===== config.mk =====
export PLATFORM = sky130hd
export DESIGN_NAME = cetb_ctrl
export DESIGN_NICKNAME = d
export VERILOG_FILES = /design/src/cetb_pkg.sv /design/src/cetb_ctrl.sv
export SDC_FILE = /design/constraint.sdc
export NUM_CORES = 1
export LEC_CHECK = 0
export BUFFER_PORTS_ARGS = -buffer_cell sky130_fd_sc_hd__buf_2
export CAP_MARGIN = 40
export CORE_ASPECT_RATIO = 0.9
export CORE_MARGIN = 2
export CORE_UTILIZATION = 49
export CTS_CLUSTER_DIAMETER = 200
export DETAILED_ROUTE_END_ITERATION = 16
export PLACE_DENSITY = 0.86
export SYNTH_ARGS = -nofsm -noshare
export SYNTH_HDL_FRONTEND = slang
export SYNTH_SLANG_ARGS = --single-unit

===== constraint.sdc =====
create_clock -name clk_sys -period 3.5 [get_ports clk_sys]
set_input_delay 0.7 -clock clk_sys [delete_from_list [all_inputs] [get_ports clk_sys]]
set_output_delay 0.7 -clock clk_sys [all_outputs]
set_load 0.005 [all_outputs]

===== src/cetb_pkg.sv =====
// Constants, register map and state type for the CAN error-state and transmit-buffer block.
// Assumes one 50 MHz clock domain and an 8-bit APB byte address.
package cetb_pkg;

    // Bus geometry
    localparam int ADDR_W = 8;
    localparam int DATA_W = 32;
    localparam int NUM_TX_BUF = 3;

    // Register byte addresses, one aligned word each
    localparam logic [7:0] ADDR_STATUS = 8'h00;
    localparam logic [7:0] ADDR_CTRL_BASE = 8'h10;
    localparam logic [7:0] ADDR_IDH_BASE = 8'h20;
    localparam logic [7:0] ADDR_IDL_BASE = 8'h30;
    localparam logic [7:0] ADDR_STRIDE = 8'h04;

    // Operating modes
    localparam logic [1:0] MODE_LEGACY = 2'h0;
    localparam logic [1:0] MODE_ENHANCED = 2'h1;
    localparam logic [1:0] MODE_FIFO = 2'h2;

    // Status bit positions
    localparam int ST_TOP_BIT = 7;
    localparam int ST_OVFL_BIT = 6;
    localparam int ST_BUSOFF_BIT = 5;
    localparam int ST_TXPASS_BIT = 4;
    localparam int ST_RXPASS_BIT = 3;
    localparam int ST_TX_WARNING_BIT = 2;
    localparam int ST_RX_WARNING_BIT = 1;
    localparam int ST_ANYWARN_BIT = 0;

    // Buffer control bit positions
    localparam int CT_DONE_BIT = 7;
    localparam int CT_ABORT_BIT = 6;
    localparam int CT_LARB_BIT = 5;
    localparam int CT_BERR_BIT = 4;
    localparam int CT_REQ_BIT = 3;

    // Identifier low byte: implemented bits and extended select position
    localparam logic [7:0] IDL_MASK = 8'heb;
    localparam int IDL_EXT_BIT = 3;

    // Error count thresholds
    localparam logic [8:0] BUSOFF_LIMIT = 9'h0ff;
    localparam logic [8:0] PASSIVE_LIMIT = 9'h07f;
    localparam logic [8:0] WARN_LIMIT = 9'h05f;

    // Recessive-run events needed to leave bus-off
    localparam int RECOVERY_EVENTS = 128;

    // Reset values
    localparam logic [7:0] RESET_BYTE = 8'h00;
    localparam logic [31:0] RESET_WORD = 32'h0000_0000;

    // Whole state of the block
    typedef struct packed {
        logic ov0;
        logic ov1;
        logic [5:0] errFlags;
        logic [2:0] doneFlag;
        logic [2:0] aborted;
        logic [2:0] lostArb;
        logic [2:0] busErr;
        logic [2:0] request;
        logic [2:0] abortPend;
        logic [2:0][1:0] prio;
        logic [2:0][7:0] identHigh;
        logic [2:0][7:0] identLow;
        logic [7:0] recovCount;
        logic countClear;
        logic [1:0] selBuf;
        logic selValid;
        logic [7:0] selIdentHigh;
        logic selExt;
        logic pready;
        logic [31:0] prdata;
        logic pslverr;
    } cetb_state_t;

    // Address of buffer slot i above a base
    function automatic logic [7:0] slotAddr(input logic [7:0] base, input int i);
        return base + 8'(i * 4);
    endfunction

endpackage


===== src/cetb_ctrl.sv =====
// Error-state flags and three transmit buffers of a CAN controller, reached over APB.
// Assumes error counts, overflow and transmit events come from a protocol engine
// on the same clock; operating mode comes from the mode configuration.
//
// The APB interface to the registers and the address map were chosen for this implementation.
`timescale 1ns/10ps
module cetb_ctrl #(
    parameter int RecoveryCount = cetb_pkg::RECOVERY_EVENTS
) (
    // Clock and reset
    input wire logic clk_sys,
    input wire logic rst_b,
    // APB slave
    input wire logic [cetb_pkg::ADDR_W-1:0] paddr,
    input wire logic psel,
    input wire logic penable,
    input wire logic pwrite,
    input wire logic [cetb_pkg::DATA_W-1:0] pwdata,
    output logic [cetb_pkg::DATA_W-1:0] prdata,
    output logic pready,
    output logic pslverr,
    // Mode configuration and error counts
    input wire logic [1:0] opMode,
    input wire logic [8:0] txErrCount,
    input wire logic [8:0] rxErrCount,
    // Receive side events and state
    input wire logic rxBuf0Overflow,
    input wire logic rxBuf1Overflow,
    input wire logic rxAnyBufOverflow,
    input wire logic rxFifoNotEmpty,
    // Transmit events from the protocol engine, one bit per buffer, and the recessive-run event
    input wire logic [2:0] txSent,
    input wire logic [2:0] txAbortDone,
    input wire logic [2:0] txArbLost,
    input wire logic [2:0] txBusErrorSeen,
    input wire logic recessiveRun,
    // Requests toward the protocol engine
    output logic [2:0] txRequest,
    output logic [2:0] txAbortReq,
    output logic [1:0] txSelBuf,
    output logic txSelValid,
    output logic [7:0] txSelIdentHigh,
    output logic txSelExtSelect,
    output logic txErrCountClear
);
    import cetb_pkg::*;

    // Refuse a recovery count the 8-bit counter cannot hold
    if (RecoveryCount < 1 || RecoveryCount > 255) begin : gBadCount
        $error("RecoveryCount must lie in 1..255");
    end

    localparam logic [7:0] RECOV_LAST = 8'(RecoveryCount - 1);

    cetb_state_t s;
    cetb_state_t next_s;
    logic wrEn;
    logic rdPhase;
    logic hit;
    logic [7:0] rdData;
    logic found;
    logic [1:0] bestPrio;
    logic [1:0] bestIdx;

    // Next state of the whole block
    always_comb begin
        next_s = s;
        next_s.countClear = 1'b0;
        wrEn = psel & penable & s.pready & pwrite;
        rdPhase = psel & penable & ~s.pready;

        // Error-state flags from the counts each cycle
        next_s.errFlags[ST_BUSOFF_BIT] = txErrCount > BUSOFF_LIMIT;
        next_s.errFlags[ST_TXPASS_BIT] = txErrCount > PASSIVE_LIMIT;
        next_s.errFlags[ST_RXPASS_BIT] = rxErrCount > PASSIVE_LIMIT;
        next_s.errFlags[ST_TX_WARNING_BIT] = txErrCount > WARN_LIMIT;
        next_s.errFlags[ST_RX_WARNING_BIT] = (rxErrCount > WARN_LIMIT) &&
            (rxErrCount <= PASSIVE_LIMIT);
        next_s.errFlags[ST_ANYWARN_BIT] = next_s.errFlags[ST_RX_WARNING_BIT] |
            next_s.errFlags[ST_TX_WARNING_BIT];

        // Overflow bits: software writes zero to clear, a new event wins
        if (wrEn && paddr == ADDR_STATUS) begin
            if (!pwdata[ST_TOP_BIT]) begin
                next_s.ov0 = 1'b0;
            end
            if (!pwdata[ST_OVFL_BIT]) begin
                next_s.ov1 = 1'b0;
            end
        end
        if (opMode == MODE_LEGACY && rxBuf0Overflow) begin
            next_s.ov0 = 1'b1;
        end
        if (opMode == MODE_LEGACY ? rxBuf1Overflow : rxAnyBufOverflow) begin
            next_s.ov1 = 1'b1;
        end

        // Per-buffer software writes and engine events
        for (int i = 0; i < NUM_TX_BUF; i++) begin
            if (wrEn && paddr == slotAddr(ADDR_CTRL_BASE, i)) begin
                if (!pwdata[CT_DONE_BIT]) begin
                    next_s.doneFlag[i] = 1'b0;
                end
                if (pwdata[CT_REQ_BIT] && !s.request[i]) begin
                    next_s.request[i] = 1'b1;
                    next_s.aborted[i] = 1'b0;
                    next_s.lostArb[i] = 1'b0;
                    next_s.busErr[i] = 1'b0;
                end else if (!pwdata[CT_REQ_BIT] && s.request[i]) begin
                    next_s.abortPend[i] = 1'b1;
                end
                if (!s.request[i]) begin
                    next_s.prio[i] = pwdata[1:0];
                end
            end
            if (wrEn && paddr == slotAddr(ADDR_IDH_BASE, i) && !s.request[i]) begin
                next_s.identHigh[i] = pwdata[7:0];
            end
            if (wrEn && paddr == slotAddr(ADDR_IDL_BASE, i) && !s.request[i]) begin
                next_s.identLow[i] = pwdata[7:0] & IDL_MASK;
            end
            if (s.request[i]) begin
                if (txArbLost[i]) begin
                    next_s.lostArb[i] = 1'b1;
                end
                if (txBusErrorSeen[i]) begin
                    next_s.busErr[i] = 1'b1;
                end
                if (txSent[i]) begin
                    next_s.request[i] = 1'b0;
                    next_s.abortPend[i] = 1'b0;
                    next_s.doneFlag[i] = 1'b1;
                end else if (txAbortDone[i]) begin
                    next_s.request[i] = 1'b0;
                    next_s.abortPend[i] = 1'b0;
                    next_s.aborted[i] = 1'b1;
                end
            end
        end

        // Highest priority pending buffer, higher index wins a tie
        found = 1'b0;
        bestPrio = 2'h0;
        bestIdx = 2'h0;
        for (int i = 0; i < NUM_TX_BUF; i++) begin
            if (s.request[i] && !s.abortPend[i] && (!found || s.prio[i] >= bestPrio)) begin
                found = 1'b1;
                bestPrio = s.prio[i];
                bestIdx = 2'(i);
            end
        end
        next_s.selValid = found;
        next_s.selBuf = bestIdx;
        next_s.selIdentHigh = s.identHigh[bestIdx];
        next_s.selExt = s.identLow[bestIdx][IDL_EXT_BIT];

        // Bus-off recovery: count recessive runs while off
        if (!s.errFlags[ST_BUSOFF_BIT]) begin
            next_s.recovCount = 8'h00;
        end else if (recessiveRun) begin
            if (s.recovCount == RECOV_LAST) begin
                next_s.recovCount = 8'h00;
                next_s.countClear = 1'b1;
            end else begin
                next_s.recovCount = s.recovCount + 8'h01;
            end
        end

        // Read decode
        hit = 1'b0;
        rdData = RESET_BYTE;
        if (paddr == ADDR_STATUS) begin
            hit = 1'b1;
            rdData = {1'b0, s.ov1, s.errFlags};
            case (opMode)
                MODE_LEGACY: rdData[ST_TOP_BIT] = s.ov0;
                MODE_ENHANCED: rdData[ST_TOP_BIT] = 1'b0;
                default: rdData[ST_TOP_BIT] = rxFifoNotEmpty;
            endcase
        end
        for (int i = 0; i < NUM_TX_BUF; i++) begin
            if (paddr == slotAddr(ADDR_CTRL_BASE, i)) begin
                hit = 1'b1;
                rdData = {s.doneFlag[i], s.aborted[i], s.lostArb[i], s.busErr[i],
                    s.request[i], 1'b0, s.prio[i]};
            end
            if (paddr == slotAddr(ADDR_IDH_BASE, i)) begin
                hit = 1'b1;
                rdData = s.identHigh[i];
            end
            if (paddr == slotAddr(ADDR_IDL_BASE, i)) begin
                hit = 1'b1;
                rdData = s.identLow[i];
            end
        end

        // APB answer one cycle into the access phase
        next_s.pready = rdPhase;
        next_s.pslverr = rdPhase & ~hit;
        next_s.prdata = (rdPhase && !pwrite && hit) ? {24'h000000, rdData} : RESET_WORD;
    end

    // State register
    always_ff @(posedge clk_sys or negedge rst_b) begin
        if (!rst_b) begin
            s <= '0;
        end else begin
            s <= next_s;
        end
    end

    // Outputs straight from the state
    assign prdata = s.prdata;
    assign pready = s.pready;
    assign pslverr = s.pslverr;
    assign txRequest = s.request;
    assign txAbortReq = s.abortPend;
    assign txSelBuf = s.selBuf;
    assign txSelValid = s.selValid;
    assign txSelIdentHigh = s.selIdentHigh;
    assign txSelExtSelect = s.selExt;
    assign txErrCountClear = s.countClear;

    // Access-phase decodes and overflow events seen by the checks
    logic statusRead;
    logic statusWrite;
    logic ov0Event;
    logic ov1Event;
    assign statusRead = psel & penable & ~s.pready & ~pwrite & (paddr == ADDR_STATUS);
    assign statusWrite = psel & penable & s.pready & pwrite & (paddr == ADDR_STATUS);
    assign ov0Event = (opMode == MODE_LEGACY) & rxBuf0Overflow;
    assign ov1Event = (opMode == MODE_LEGACY) ? rxBuf1Overflow : rxAnyBufOverflow;

    for (genvar g = 0; g < NUM_TX_BUF; g++) begin : gChk
        logic ctrlWrite;
        logic ctrlRead;
        assign ctrlWrite = psel & penable & s.pready & pwrite &
            (paddr == slotAddr(ADDR_CTRL_BASE, g));
        assign ctrlRead = psel & penable & ~s.pready & ~pwrite &
            (paddr == slotAddr(ADDR_CTRL_BASE, g));

    end
endmodule


==> impl_results.md <==
- CTS resizes: 0
- Post-Syn Area: 5590 sq um
- Maximum fanout along the worst path: 14
- Initial antenna violation count: 0
- Yosys warns: 0
- Synth Flop Type: dfrtp_1
- Share of cells above drive strength 1: 0.302
- Final Slew Violations: 0
- Worst slew pin tran: 0.663 ns
- Reg-to-reg slack, setup: 0.50 ns
- Post-synthesis instance total: 520
- # DRC: 0
- CP Capture Type: flop
- Num rows: 36
- Pre-CTS WS: 0.564 ns
- Worst Setup SP: txAbortReq[0]
- Clock buffer depth: 2
- Maximum VDD drop: 217 uV
- H-tree depth: 3
- Fill count: 948
- CP Data Arrival Time: 3.22 ns
- Nets: 665
- Pre-Repair DR Iteration Count: 5
- CP required: 3.73 ns
- WS Path Type: reg -> reg
- CTS Root Cell: clkbuf_16
- Final GP Congestion: 0.988
- Final period utilization: 0.856
- Post-DRT Antenna Nets: 0
- Core ar.: 11000 sq um
- Vias: 4313
- Setup TNS: 0 ns
- Die Y: 105 um
- Initial Util: 0.509
- Die area: 12300 sq um
- Final Hold Viols: 0
- Post-CTS setup buffer count: 0
- Syn Area/Cell: 10.8 sq um
- Post-synth EDFFs: 0
- Unique masters post-synth: 65
- Port Buffer Count: 76
- Max Freq: 334 MHz
- HP Class: in -> async
- Vias in the first global route: 4162
- First-pass GRT wire length: 22900 um
- Final WS setup: 0.505 ns
- Final Power: 2.50 mW
- DR WL/cell: 19.9 um
- Worst slew margin: 0.551
- Vias per std cell: 5.87
- Cells on worst reg2reg path: 12
- Number of CTS-inserted buffers: 9
- Final clock skew: 0.00461 ns
- Clock-pin transition on the worst setup and hold timing paths: 0.07 ns
- Clk_lat worst skew: 0.35 ns
- Sequential area share after synthesis: 0.470
- PD cells: 399 nW/um^2
- RR Startpoint: txAbortReq[0]
- Seq cells post-synth: 105
- Worst setup SP type: flop
- CP endpoint: txSelIdentHigh[1]
- GRT Total Usage: 0.246
- Final WL: 14700 um
- Ys async rst share: 1.00
- Die Wd: 117 um
- Area grow syn2layout: 11.9%
- GR Overflow Total: 0
- Final Setup Violations: 0
- Iteration-0 DRC Markers: 385
- CTS Hold Bufs: 0
- RSZ-0062 raised after global routing: false
- Final min period: 3.00 ns
- Diodes inserted: 0
- Post-DP HPWL: 11000 um
- Max Cap Viol: 0
- Worst r2r dst: txSelIdentHigh[1]
- Num ports: 135
- CTS Sinks: 105
- Largest net degree at the start of global routing: 53
- Status: finished clean
- TritonCTS clock tree: built
- Static leakage: 2.93 nW
==> cells by family (layout without fill, tap and decap cells) <==
group	after synthesis	in the layout	share of synthesized area
simple gates	140	140	0.156
flops	105	105	0.470
xor+xnor	6	6	0.00940
mux	61	61	0.120
other cells	1	24	0.000670
buf+inv	84	124	0.0917
fa+ha+maj	5	5	0.0112
compound gates	118	118	0.141
==> worst max-delay path: stages, from the launching register on <==
cell and delay (ns):
dfrtp_1 0.41, nor2b_1 0.18, nand2_1 0.11, ha_1 0.28, o21ai_0 0.07, a21oi_1 0.19, mux2_2 0.36, ha_1 0.27
nand2b_1 0.09, a221oi_1 0.07, nor2_1 0.45, buf_4 0.29, o21ai_0 0.11
==> metrics by stage <==
stage	utilization	instance area, sq um	hold WS, ns	std cells
global route	0.570	6260	0.237	735
global placement	0.538	5910	0.471	717
detailed placement	0.541	5950	0.480	719
floorplan	-	5680	0.404	543
finish	0.570	6260	0.235	735
CTS	0.570	6260	0.238	735
==> worst min-delay path by stage <==
stage	startpoint	to	slack, ns	cells after the start
detailed placement	s[70]	s[70]	0.48	1
finish	rst_b	s[54]	0.24	1
global route	rst_b	s[54]	0.24	1
global placement	s[70]	s[70]	0.47	1
CTS	rst_b	s[54]	0.24	1
floorplan	rst_b	prdata[0]	0.40	0
==> state kept, by name, summed over array words and instances, names as in the netlist, 2 cells and up <==
register        flops
prdata              8
txSelBuf            2
txSelIdentHigh      8
s                  76
txAbortReq          3
txRequest           3
==> synthesized netlist by cell type (all sizes together) (7+ instances only) <==
cell    number  area [sq um]
nor2b        9          56.3
nand2b       7          43.8
inv         14          52.6
clkbuf      12          45.0
nand2       41           154
nor2        22          82.6
buf         58           415
o22ai        7          43.8
dfrtp      105          2630
nor3        11          93.8
mux2i       13           130
nor4         8           129
o21ai       32           160
a21oi       19          95.1
a22o         9          78.8
mux2        48           541
nand3       11          60.1
==> cell type report <==
cell class / count / area [sq um] / area share
Tap cell: 152 / 190 / 0.0304
Inverter: 14 / 52.6 / 0.00839
Sequential cell: 105 / 2630 / 0.420
Timing Repair Buffer: 94 / 538 / 0.0859
Multi-Input combinational cell: 354 / 2540 / 0.406
Clock buffer: 12 / 236 / 0.0378
Clock inverter: 4 / 76.3 / 0.0122
==> cells in the final DEF, fill, tap and decap left out, types with 10 or more instances in the layout <==
master and n:
mux2i_1 13, dfrtp_1 105, nor2_1 22, buf_4 18, mux2_2 47, conb_1 24, nand3_1 10, o21ai_0 32
inv_1 14, nand2_1 41, a21oi_1 19, buf_2 75
==> report_power, final <==
part | leakage (nW) | internal, mW | total, mW | switching, mW
sequential | 1.41 | 1.22 | 1.24 | 0.0109
clock | 0.153 | 0.632 | 1.08 | 0.446
combinational | 1.37 | 0.0632 | 0.187 | 0.123
==> layer usage <==
metal  vias up  GRT usage  part of all wire
li1       1934          -                 -
met1      2138      0.349              0.43
met2       221      0.390              0.47
met3        20     0.0454             0.082
met4         0     0.0630             0.014
met5         -          0                 0
Note: power is estimated with default switching activity, not from simulation.
